$ cat config.mk
export PLATFORM = sky130hd
export DESIGN_NAME = dpp_latch
export DESIGN_NICKNAME = d
export VERILOG_FILES = /design/src/dpp_pkg.sv /design/src/dpp_latch.sv
export SDC_FILE = /design/constraint.sdc
export NUM_CORES = 1
export LEC_CHECK = 0
export ABC_CLOCK_PERIOD_IN_PS = 4500
export BUFFER_PORTS_ARGS = -buffer_cell sky130_fd_sc_hd__buf_2
export CAP_MARGIN = 10
export CORE_UTILIZATION = 60
export CTS_BUF_LIST = sky130_fd_sc_hd__clkbuf_16
export DETAILED_ROUTE_END_ITERATION = 7
export GPL_TIMING_DRIVEN = 0
export MAX_ROUTING_LAYER = met4
export PLACE_DENSITY_LB_ADDON = 0.15
export SYNTH_ARGS = -nofsm -noshare
export SYNTH_HDL_FRONTEND = slang
export SYNTH_SLANG_ARGS = --single-unit
$ cat constraint.sdc
create_clock -name clk_i -period 4.5 [get_ports clk_i]
set_input_delay 1.35 -clock clk_i [delete_from_list [all_inputs] [get_ports clk_i]]
set_output_delay 1.35 -clock clk_i [all_outputs]
set_load 0.02 [all_outputs]
$ cat src/dpp_pkg.sv
// Purpose: Constants and types shared by the dual position probe latch.
// Assumes: Object indices are used as register addresses on a plain register port.
// Notes:   One channel's control and status fields share the same layout in each byte.
//
// Summary of operation
// - Control word low byte sets channel one, high byte channel two, same layout.
// - A channel arms only on a 0-to-1 change of its permission bit.
// - Mode, selection and edge bit changes are ignored while permission stays set.
// - Action bit 0 captures first trigger only; 1 captures every trigger.
// - Selection bit 0 uses external latch input; 1 uses the internal signal.
// - Rising-edge enable bit set captures on rising transitions of the trigger.
// - Falling-edge enable bit set captures on falling transitions of the trigger.
// - Status word is 16 bits, channel one low byte, channel two high byte.
// - Permission status bit reads 1 while the channel is enabled.
// - Rising-latch status bit reads 1 once a rising capture is stored.
// - Falling-latch status bit reads 1 once a falling capture is stored.
// - Signal select 0 picks zero-phase signal, 1 picks shaft pulse; resets 0.
// - For external trigger, source setting 0 latches feedback, 1 command position.
// - Zero-phase trigger latches feedback; shaft pulse trigger latches command position.
// - Captures are signed 32-bit, separate rising and falling registers per channel.
// - Shaft pulse asserts once per 7.2 degree of output shaft rotation.
package dpp_pkg;
    localparam logic [15:0] ADDR_SRC_ONE    = 16'h44b0;
    localparam logic [15:0] ADDR_SRC_TWO    = 16'h44b1;
    localparam logic [15:0] ADDR_SEL_ONE    = 16'h44b2;
    localparam logic [15:0] ADDR_SEL_TWO    = 16'h44b3;
    localparam logic [15:0] ADDR_CONTROL    = 16'h60b8;
    localparam logic [15:0] ADDR_STATUS     = 16'h60b9;
    localparam logic [15:0] ADDR_POS_ONE_R  = 16'h60ba;
    localparam logic [15:0] ADDR_POS_ONE_F  = 16'h60bb;
    localparam logic [15:0] ADDR_POS_TWO_R  = 16'h60bc;
    localparam logic [15:0] ADDR_POS_TWO_F  = 16'h60bd;

    localparam int          CHAN_BITS       = 8;
    localparam int          BIT_PERMIT      = 0;
    localparam int          BIT_ACTION      = 1;
    localparam int          BIT_SELECT      = 2;
    localparam int          BIT_RISE_EN     = 4;
    localparam int          BIT_FALL_EN     = 5;
    localparam int          STAT_PERMIT     = 0;
    localparam int          STAT_RISE       = 1;
    localparam int          STAT_FALL       = 2;

    localparam logic [15:0] CONTROL_RESET   = 16'h0000;
    localparam logic [7:0]  SETTING_RESET   = 8'h00;
    localparam logic [31:0] POS_RESET       = 32'h0000_0000;

    // Per-channel trigger condition frozen at arming time.
    typedef struct packed {
        logic continuous;
        logic internal;
        logic rise_en;
        logic fall_en;
    } dpp_cond_type;

    typedef enum logic [1:0] {
        DPP_IDLE  = 2'b00,
        DPP_ARMED = 2'b01,
        DPP_DONE  = 2'b11
    } dpp_state_type;
endpackage

$ cat src/dpp_latch.sv
// Purpose: Two-channel position capture unit for a stepper drive.
// Assumes: All inputs synchronous to clk_i; shaft pulse generated elsewhere per 7.2 degrees.
// Notes:   Register port is a simple single-cycle read/write port indexed by object address.
`timescale 1ns/1ps
module dpp_latch #(
    parameter int POS_W = 32
) (
    // Clock and reset
    input  wire logic              clk_i,
    input  wire logic              rst_i,
    // Register port
    input  wire logic              reg_wr_i,
    input  wire logic              reg_rd_i,
    input  wire logic [15:0]       reg_addr_i,
    input  wire logic [31:0]       reg_wdata_i,
    output logic      [31:0]       reg_rdata_o,
    output logic                   reg_ack_o,
    output logic                   reg_err_o,
    // Trigger sources
    input  wire logic              external_latch_input_one_i,
    input  wire logic              external_latch_input_two_i,
    input  wire logic              encoder_zero_phase_signal_i,
    input  wire logic              shaft_angle_pulse_i,
    // Positions to capture
    input  wire logic [POS_W-1:0]  feedback_pos_i,
    input  wire logic [POS_W-1:0]  command_pos_i,
    // Status view
    output logic      [15:0]       status_word_o
);
    logic [15:0]                control;
    logic [7:0]                 src_set [2];
    logic [7:0]                 sel_set [2];
    dpp_pkg::dpp_cond_type      cond    [2];
    dpp_pkg::dpp_state_type     state   [2];
    logic                       rise_flag [2];
    logic                       fall_flag [2];
    logic [POS_W-1:0]           pos_rise  [2];
    logic [POS_W-1:0]           pos_fall  [2];
    logic                       trig_q    [2];
    logic                       cmd_sel_q [2];
    logic                       trig      [2];
    logic                       use_cmd   [2];
    logic [15:0]                next_control;
    logic                       ext_in    [2];

    assign ext_in[0] = external_latch_input_one_i;
    assign ext_in[1] = external_latch_input_two_i;

    function automatic logic [7:0] chan_byte(input logic [15:0] w, input int ch);
        chan_byte = w[ch*dpp_pkg::CHAN_BITS +: dpp_pkg::CHAN_BITS];
    endfunction

    function automatic logic wr_hit(input logic [15:0] a);
        wr_hit = reg_wr_i && (reg_addr_i == a);
    endfunction

    assign next_control = wr_hit(dpp_pkg::ADDR_CONTROL) ? reg_wdata_i[15:0] : control;

    always_ff @(posedge clk_i) begin
        if (rst_i) begin
            control <= dpp_pkg::CONTROL_RESET;
        end else begin
            control <= next_control;
        end
    end

    always_ff @(posedge clk_i) begin
        if (rst_i) begin
            src_set[0] <= dpp_pkg::SETTING_RESET;
            src_set[1] <= dpp_pkg::SETTING_RESET;
            sel_set[0] <= dpp_pkg::SETTING_RESET;
            sel_set[1] <= dpp_pkg::SETTING_RESET;
        end else begin
            if (wr_hit(dpp_pkg::ADDR_SRC_ONE)) begin
                src_set[0] <= reg_wdata_i[7:0];
            end
            if (wr_hit(dpp_pkg::ADDR_SRC_TWO)) begin
                src_set[1] <= reg_wdata_i[7:0];
            end
            if (wr_hit(dpp_pkg::ADDR_SEL_ONE)) begin
                sel_set[0] <= reg_wdata_i[7:0];
            end
            if (wr_hit(dpp_pkg::ADDR_SEL_TWO)) begin
                sel_set[1] <= reg_wdata_i[7:0];
            end
        end
    end

    // Trigger mux per channel, using the condition frozen at arming.
    always_comb begin
        for (int ch = 0; ch < 2; ch++) begin
            if (cond[ch].internal) begin
                trig[ch]    = sel_set[ch][0] ? shaft_angle_pulse_i : encoder_zero_phase_signal_i;
                use_cmd[ch] = sel_set[ch][0];
            end else begin
                trig[ch]    = ext_in[ch];
                use_cmd[ch] = src_set[ch][0];
            end
        end
    end

    // The previous trigger level is registered every cycle with no reload when the source changes,
    // so a source switch at arming can read as an edge on the first armed cycle.
    for (genvar g = 0; g < 2; g++) begin : g_chan
        logic [7:0] cb_now;
        logic [7:0] cb_next;
        logic       arm;
        logic       rise_ev;
        logic       fall_ev;
        logic       take;

        assign cb_now  = chan_byte(control, g);
        assign cb_next = chan_byte(next_control, g);
        assign arm     = cb_next[dpp_pkg::BIT_PERMIT] && !cb_now[dpp_pkg::BIT_PERMIT];
        assign take    = (state[g] == dpp_pkg::DPP_ARMED);
        assign rise_ev = take && cond[g].rise_en && trig[g] && !trig_q[g];
        assign fall_ev = take && cond[g].fall_en && !trig[g] && trig_q[g];

        always_ff @(posedge clk_i) begin
            if (rst_i) begin
                trig_q[g]    <= 1'b0;
                cmd_sel_q[g] <= 1'b0;
            end else begin
                trig_q[g]    <= trig[g];
                cmd_sel_q[g] <= use_cmd[g];
            end
        end

        // Arming latches the condition; while permission holds, control writes leave it alone.
        always_ff @(posedge clk_i) begin
            if (rst_i) begin
                cond[g] <= '0;
            end else if (arm) begin
                cond[g].continuous <= cb_next[dpp_pkg::BIT_ACTION];
                cond[g].internal   <= cb_next[dpp_pkg::BIT_SELECT];
                cond[g].rise_en    <= cb_next[dpp_pkg::BIT_RISE_EN];
                cond[g].fall_en    <= cb_next[dpp_pkg::BIT_FALL_EN];
            end
        end

        always_ff @(posedge clk_i) begin
            if (rst_i) begin
                state[g] <= dpp_pkg::DPP_IDLE;
            end else if (!cb_next[dpp_pkg::BIT_PERMIT]) begin
                state[g] <= dpp_pkg::DPP_IDLE;
            end else begin
                case (state[g])
                    dpp_pkg::DPP_IDLE: begin
                        if (arm) begin
                            state[g] <= dpp_pkg::DPP_ARMED;
                        end
                    end
                    dpp_pkg::DPP_ARMED: begin
                        if ((rise_ev || fall_ev) && !cond[g].continuous) begin
                            state[g] <= dpp_pkg::DPP_DONE;
                        end
                    end
                    dpp_pkg::DPP_DONE: begin
                        state[g] <= dpp_pkg::DPP_DONE;
                    end
                    default: begin
                        state[g] <= dpp_pkg::DPP_IDLE;
                    end
                endcase
            end
        end

        always_ff @(posedge clk_i) begin
            if (rst_i) begin
                rise_flag[g] <= 1'b0;
                fall_flag[g] <= 1'b0;
            end else begin
                if (rise_ev) begin
                    rise_flag[g] <= 1'b1;
                end else if (arm) begin
                    rise_flag[g] <= 1'b0;
                end
                if (fall_ev) begin
                    fall_flag[g] <= 1'b1;
                end else if (arm) begin
                    fall_flag[g] <= 1'b0;
                end
            end
        end

        always_ff @(posedge clk_i) begin
            if (rst_i) begin
                pos_rise[g] <= dpp_pkg::POS_RESET[POS_W-1:0];
                pos_fall[g] <= dpp_pkg::POS_RESET[POS_W-1:0];
            end else begin
                if (rise_ev) begin
                    pos_rise[g] <= use_cmd[g] ? command_pos_i : feedback_pos_i;
                end
                if (fall_ev) begin
                    pos_fall[g] <= use_cmd[g] ? command_pos_i : feedback_pos_i;
                end
            end
        end
    end

    logic [15:0] status_next;
    always_comb begin
        status_next = 16'h0000;
        for (int ch = 0; ch < 2; ch++) begin
            status_next[ch*dpp_pkg::CHAN_BITS + dpp_pkg::STAT_PERMIT] =
                control[ch*dpp_pkg::CHAN_BITS + dpp_pkg::BIT_PERMIT];
            status_next[ch*dpp_pkg::CHAN_BITS + dpp_pkg::STAT_RISE] = rise_flag[ch];
            status_next[ch*dpp_pkg::CHAN_BITS + dpp_pkg::STAT_FALL] = fall_flag[ch];
        end
    end

    assign status_word_o = status_next;

    always_ff @(posedge clk_i) begin
        if (rst_i) begin
            reg_rdata_o <= 32'h0000_0000;
            reg_ack_o   <= 1'b0;
            reg_err_o   <= 1'b0;
        end else begin
            reg_ack_o   <= reg_rd_i || reg_wr_i;
            reg_err_o   <= 1'b0;
            reg_rdata_o <= 32'h0000_0000;
            if (reg_rd_i) begin
                case (reg_addr_i)
                    dpp_pkg::ADDR_SRC_ONE:   reg_rdata_o <= {24'h000000, src_set[0]};
                    dpp_pkg::ADDR_SRC_TWO:   reg_rdata_o <= {24'h000000, src_set[1]};
                    dpp_pkg::ADDR_SEL_ONE:   reg_rdata_o <= {24'h000000, sel_set[0]};
                    dpp_pkg::ADDR_SEL_TWO:   reg_rdata_o <= {24'h000000, sel_set[1]};
                    dpp_pkg::ADDR_CONTROL:   reg_rdata_o <= {16'h0000, control};
                    dpp_pkg::ADDR_STATUS:    reg_rdata_o <= {16'h0000, status_next};
                    dpp_pkg::ADDR_POS_ONE_R: reg_rdata_o <= 32'(signed'(pos_rise[0]));
                    dpp_pkg::ADDR_POS_ONE_F: reg_rdata_o <= 32'(signed'(pos_fall[0]));
                    dpp_pkg::ADDR_POS_TWO_R: reg_rdata_o <= 32'(signed'(pos_rise[1]));
                    dpp_pkg::ADDR_POS_TWO_F: reg_rdata_o <= 32'(signed'(pos_fall[1]));
                    default:                 reg_err_o   <= 1'b1;
                endcase
            end else if (reg_wr_i) begin
                case (reg_addr_i)
                    dpp_pkg::ADDR_SRC_ONE, dpp_pkg::ADDR_SRC_TWO,
                    dpp_pkg::ADDR_SEL_ONE, dpp_pkg::ADDR_SEL_TWO,
                    dpp_pkg::ADDR_CONTROL:   reg_err_o <= 1'b0;
                    default:                 reg_err_o <= 1'b1;
                endcase
            end
        end
    end
endmodule

==> impl_results.rst, run 1 <==
.. list-table::
   :header-rows: 1

   * - Metric
     - Value
   * - Result of the run
     - finished clean
   * - Row Count
     - 47
   * - Arrival time at the worst endpoint
     - 3.68 ns
   * - CTS tree
     - done
   * - Antenna violations before repair
     - 0
   * - Final design utilization
     - 71.6%
   * - DP Area
     - 11,200 sq um
   * - Vias in the first global route
     - 7,052
   * - Final number of max-transition violations
     - 0
   * - Share of synthesized flip-flops with an asynchronous set or reset
     - 0%
   * - Net count, final
     - 1,084
   * - Remaining antenna violation count after routing
     - 0
   * - Maximum number of pins on one net before global-route repair
     - 34
   * - Critical path fanouts, max
     - 8
   * - Highest Clock Rate
     - 282 MHz
   * - Relative slew slack
     - 35.5%
   * - Area fraction of the dominant cell type after synthesis
     - 52.0%
   * - Type of the worst setup path
     - in2reg
   * - Critical path cell sequence
     - buf_2 > or4b_1 > nor4_1 > nand3_1 > o21bai_1
   * - Wire length of the first global-routing pass
     - 39,000 um
   * - Setup Total Neg Slack
     - 0 ns
   * - Final period demand of the worst path
     - 3.55 ns
   * - Most frequent cells after synthesis
     - sky130_fd_sc_hd__nor2_1, sky130_fd_sc_hd__edfxtp_1, sky130_fd_sc_hd__mux2i_1, sky130_fd_sc_hd__dfxtp_1, sky130_fd_sc_hd__clkbuf_1
   * - Placeable core area
     - 16,600 sq um
   * - Final Setup Violations
     - 0
   * - Remaining routing DRC violations
     - 0
   * - Average routed wire per standard cell
     - 21.4 um
   * - Clock-pin slew reported for the worst setup and hold paths after clock tree synthesis
     - 0.06 ns
   * - Average vias per placed instance
     - 5.99
   * - Count of flip-flops with a built-in enable after synthesis
     - 176
   * - Filler cell count in the final layout
     - 1,202
   * - Critical Path Max Stage Delay
     - 0.78 ns
   * - Power per Cell Area
     - 372 nW/um^2
   * - Die height
     - 132 um
   * - Sequential cell area fraction in the yosys report
     - 62.2%
   * - Die width
     - 132 um
   * - Post-synth design cell area
     - 10,200 sq um
   * - Detailed placement HPWL
     - 17,600 um
   * - Leakage power summed over all cells
     - 4.86 nW
   * - Per-instance average area after synthesis
     - 12.9 sq um
   * - CTS H-Tree Depth
     - 1
   * - Initial standard-cell utilization of the core
     - 61.3%
   * - Area delta synth->final
     - 16.8%
   * - Final cell area excluding filler cells
     - 11,900 sq um
   * - Root Buffer Master
     - sky130_fd_sc_hd__clkbuf_16
   * - CTS Buffer Depth
     - 3
   * - Number of standard cells after synthesis
     - 789
   * - Number of buffers created by CTS
     - 24
   * - Total iterations of the first detailed-routing run
     - 6
   * - Count of cell types in the netlist
     - 58
   * - Crit path max-delay cell type
     - sky130_fd_sc_hd__o21bai_1
   * - Clk_lat worst skew
     - 0.51 ns
   * - Global route total overflow
     - 0
   * - Fraction of layout instances using a drive strength above 1
     - 27.0%
   * - Total wire length
     - 25,700 um
   * - Hold buffers post-CTS
     - 0
   * - Most numerous cell in the Yosys netlist
     - sky130_fd_sc_hd__nor2_1
   * - Setup repair after global routing missed its margin
     - no
   * - Actual transition at the worst max-transition pin
     - 0.967 ns
   * - Max-cap viol count
     - 0
   * - Area contributors post-synth
     - sky130_fd_sc_hd__edfxtp_1, sky130_fd_sc_hd__dfxtp_1, sky130_fd_sc_hd__mux2i_1
   * - Setup repair bufs after CTS
     - 0
   * - Sink Count
     - 228
   * - Final hold vios
     - 0
   * - Area of the die
     - 17,500 sq um
   * - Startpoint kind of the worst setup timing path
     - input port
   * - Setup crit end kind
     - register
   * - Aggregate global-route resource usage
     - 30.8%
   * - Ys Warns
     - 0
   * - Post-cts sizing count
     - 0
   * - Synthesis-stage register bit count
     - 228
   * - Initial DRC Count
     - 774
   * - Hold WC Path Type
     - reg2reg
   * - Highest ir drop seen on vdd
     - 0.000272 V
   * - Worst setup skew after layout
     - 0.0122 ns
   * - Last weighted congestion value of the routability-driven placer
     - 0.946
   * - Portion of the clock cycle consumed by the worst path in the final layout
     - 78.9%
   * - Minimum hold slack
     - 0.490 ns
   * - Antenna diode count
     - 0
   * - Top-Level Pins
     - 170
   * - Worst path required time
     - 4.63 ns
   * - Post-synthesis cell type with the largest combined area
     - sky130_fd_sc_hd__edfxtp_1
   * - Most used flip-flop cell after synthesis
     - sky130_fd_sc_hd__edfxtp_1
   * - Count of port buffers added during placement
     - 140
   * - Detailed-route via count
     - 7,193
==> through the flow <==
step | worst slack (ns) | cells | power (mW)
2_1_floorplan | 1.07 | 798 | 2.57
5_1_grt | 0.896 | 1201 | 4.54
3_5_place_dp | 0.478 | 1158 | 2.70
4_1_cts | 1.00 | 1201 | 4.43
6_report | 0.950 | 1201 | 4.42
3_3_place_gp | 0.480 | 1158 | 2.69
==> layer usage <==
layer	up-vias	part of all wire (%)	GRT usage, %
met2	389	47	48.1
met5	-	0	-
met3	47	9.0	5.00
met1	3516	42	42.5
met4	0	2.1	7.85
li1	3241	-	-
==> state kept, by name, indices dropped and copies added (netlist names), 2 cells and up <==
signal       flops
pos_fall        64
pos_rise        64
reg_rdata_o     32
control         16
sel_set         16
src_set         16
cond             8
state            4
fall_flag        2
rise_flag        2
trig_q           2
==> area by class of cell <==
class | count | area, sq um | area share (%)
Buffer | 69 | 335 | 2.82
Clock buffer | 25 | 626 | 5.27
Clock inverter | 18 | 71.3 | 0.600
Inverter | 9 | 33.8 | 0.284
Multi-Input combinational cell | 492 | 3510 | 29.5
Sequential cell | 228 | 6330 | 53.3
Tap cell | 220 | 275 | 2.32
Timing Repair Buffer | 140 | 701 | 5.90
==> layout by cell type (no fill, tap or decap), drive strengths merged, types with 10 or more instances in the layout <==
master and count:
mux2i 91, clkbuf 67, nor3 12, nor2 184, a22oi 11, nand2b 11, edfxtp 176, nand2 11
a222oi 21, conb 10, dfxtp 52, inv 20, mux4 12, and2 17, mux2 37, buf 167
==> critical path, delay by kind of cell <==
kind,cells,cell delay [ns]
AO/OA/AOI/OAI,1,0.78
buffers and inverters,1,0.13
AND/OR/NAND/NOR,3,1.41
==> final timing paths <==
check	from	slack, ns	cells past startpoint	endpoint
setup / recovery	reg_addr_i[2]	0.95	5	sel_set[0][1]
hold / removal	pos_rise[1][28]	0.49	2	reg_rdata_o[28]
setup reg to reg	sel_set[0][8]	1.89	4	pos_rise[1][5]
hold reg to reg	pos_rise[1][28]	0.49	2	reg_rdata_o[28]
==> cells by family (layout without fill, tap and decap cells) <==
family / count (synthesis) / count (layout) / synth area share [%]
other: 1 / 10 / 0.0369
and+or+nand+nor: 279 / 279 / 13.1
buffers and inverters: 78 / 261 / 3.63
DFF: 228 / 228 / 62.2
muxes: 140 / 140 / 15.7
AOI/OAI and AO/OA: 63 / 63 / 5.33
==> where the power goes <==
group / switching (mW) / internal, mW
combinational: 0.193 / 0.130
sequential: 0.0194 / 2.32
clock: 0.768 / 0.993
total: 0.980 / 3.44
(Power assumes the default switching activity.)
==> inputs of run 2 (changes only) <==
- ABC_CLOCK_PERIOD_IN_PS: 4500 -> 3350
- CORE_UTILIZATION: 60 -> 56
- clock period: 4.5 -> 3.35 ns (I/O delays scaled with it)
==> run 2 against run 1 <==
Clock skew barely moved. Critical endpoint is now sel_set[0][12]. Largest cell class unchanged. Combinational power rose by 34%. Clock power rose by 40%. Count of clock-buffer cells in the layout did not move.
==> impl_results.rst, run 2 (same netlist as run 1, synthesis figures left out) <==
.. list-table::
   :header-rows: 1

   * - Metric
     - Value
   * - Final number of max-transition violations
     - 0
   * - Sequential group share of total power
     - 51.9%
   * - Proportion of power drawn by the clock network
     - 40.9%
   * - Clk_lat worst skew
     - 0.51 ns
   * - Internal power
     - 4.71 mW
   * - Final worst slack
     - 0.239 ns
   * - Sink Count
     - 228
   * - Portion of the clock cycle consumed by the worst path in the final layout
     - 92.9%
   * - Relative contribution of combinational cells to total power
     - 7.1%
   * - Final hold vios
     - 0
   * - Aggregate global-route resource usage
     - 29.3%
   * - Initial standard-cell utilization of the core
     - 58.0%
   * - Highest ir drop seen on vdd
     - 0.000441 V
   * - Commonest cells after routing, fill and taps aside
     - sky130_fd_sc_hd__nor2_1, sky130_fd_sc_hd__edfxtp_1, sky130_fd_sc_hd__buf_2
   * - Total power of the final layout
     - 6.05 mW
   * - Final period demand of the worst path
     - 3.11 ns
   * - Relative slew slack
     - 32.3%
   * - Average routed wire per standard cell
     - 21.5 um
   * - Vias in the first global route
     - 6,865
   * - Detailed placement HPWL
     - 17,500 um
   * - Type of the worst setup path
     - in2reg
   * - Fraction of layout instances using a drive strength above 1
     - 27.3%
   * - CTS H-Tree Depth
     - 1
   * - Count of port buffers added during placement
     - 140
   * - Wire length of the first global-routing pass
     - 38,600 um
   * - Row Count
     - 48
   * - Detailed-route via count
     - 7,075
   * - CTS Buffer Depth
     - 3
   * - Highest Clock Rate
     - 321 MHz
   * - Worst path required time
     - 3.50 ns
   * - Antenna diode count
     - 0
   * - Total wire length
     - 25,900 um
   * - Placeable core area
     - 17,500 sq um
   * - Registers with the most flip-flops
     - pos_fall: 64 flops, pos_rise: 64 flops, reg_rdata_o: 32 flops
   * - Number of buffers created by CTS
     - 24
   * - Hold WC Path Type
     - reg2reg
   * - Last weighted congestion value of the routability-driven placer
     - 0.889
   * - Setup crit end kind
     - register
   * - Clock-pin slew reported for the worst setup and hold paths after clock tree synthesis
     - 0.06 ns
   * - Antenna violations before repair
     - 0
   * - Power per Cell Area
     - 507 nW/um^2
   * - Actual transition at the worst max-transition pin
     - 1.01 ns
   * - Switching power of the nets
     - 1.34 mW
   * - Setup repair after global routing missed its margin
     - no
   * - Remaining routing DRC violations
     - 0
   * - Maximum number of pins on one net before global-route repair
     - 34
   * - Net count, final
     - 1,084
   * - Result of the run
     - finished clean
   * - Die height
     - 137 um
   * - Global route total overflow
     - 0
   * - Arrival time at the worst endpoint
     - 3.26 ns
   * - Remaining antenna violation count after routing
     - 0
   * - Die width
     - 137 um
   * - Minimum hold slack
     - 0.490 ns
   * - Final Setup Violations
     - 0
   * - Startpoint kind of the worst setup timing path
     - input port
   * - CTS tree
     - done
   * - Root Buffer Master
     - sky130_fd_sc_hd__clkbuf_16
   * - Area of the die
     - 18,700 sq um
   * - Leakage power summed over all cells
     - 4.87 nW
   * - Critical path fanouts, max
     - 10
   * - Initial DRC Count
     - 697
   * - Area delta synth->final
     - 17.3%
   * - Switching share of total power
     - 22.2%
   * - Average vias per placed instance
     - 5.86
   * - Worst setup skew after layout
     - 0.0117 ns
   * - Top-Level Pins
     - 170
   * - Total iterations of the first detailed-routing run
     - 5
   * - Most common cell after layout, fill and taps aside
     - sky130_fd_sc_hd__nor2_1
   * - Max-cap viol count
     - 0
   * - Post-placement setup slack
     - -0.419 ns
## run 2: metrics by stage
stage / util (%) / instance area, sq um / instances / setup TNS (ns)
global placement: 63.8 / 11200 / 1163 / -20.18
detailed placement: 63.8 / 11200 / 1163 / -29.65
floorplan: - / 10200 / 798 / 0
finish: 68.0 / 11900 / 1207 / 0
global route: 68.0 / 11900 / 1207 / 0
CTS: 68.0 / 11900 / 1207 / 0
## run 2: final timing paths
| check | end | slack [ns] | from | cells past startpoint |
|---|---|---|---|---|
| max | sel_set[0][12] | 0.24 | reg_addr_i[2] | 5 |
| min | reg_rdata_o[30] | 0.49 | pos_rise[1][30] | 2 |
| max reg2reg | pos_rise[0][2] | 0.68 | sel_set[0][0] | 4 |
| min reg2reg | reg_rdata_o[30] | 0.49 | pos_rise[1][30] | 2 |
## run 2: critical path, stage by stage
cell and delay [ns]:
sky130_fd_sc_hd__buf_2 0.13, sky130_fd_sc_hd__or4b_1 0.57, sky130_fd_sc_hd__nor4_2 0.53, sky130_fd_sc_hd__clkbuf_1 0.47, sky130_fd_sc_hd__a41o_1 0.55
## run 2: cell type report
cell class	instances	area, sq um
clock inverters	19	104
multi-input cells	492	3520
fillers	1330	5610
repair buffers	140	701
clock buffers	25	626
flip-flops and latches	228	6330
inverters	9	33.8
well taps	225	282
plain buffers	69	335
## run 2: power groups by stage
stage / sequential [mW] / clock [mW] / combinational [mW]
finish: 3.14 / 2.47 / 0.432
global route: 3.15 / 2.60 / 0.464
CTS: 3.14 / 2.48 / 0.429
detailed placement: 3.20 / 0 / 0.425
global placement: 3.19 / 0 / 0.422
floorplan: 3.19 / 0 / 0.260
## run 2: repair_timing
action                                  in CTS  in global routing
hold buffers                                 0                  0
resized for setup                            0                  3
endpoints found under the setup margin       0                 24
buffers inserted                             0                  0
## run 2: routing by layer
metal | track usage, % | up-vias | share of wire [%]
li1 | - | 3241 | -
met1 | 39.4 | 3400 | 40
met2 | 46.1 | 388 | 48
met3 | 5.67 | 46 | 11
met4 | 7.33 | 0 | 2.1
met5 | - | - | 0
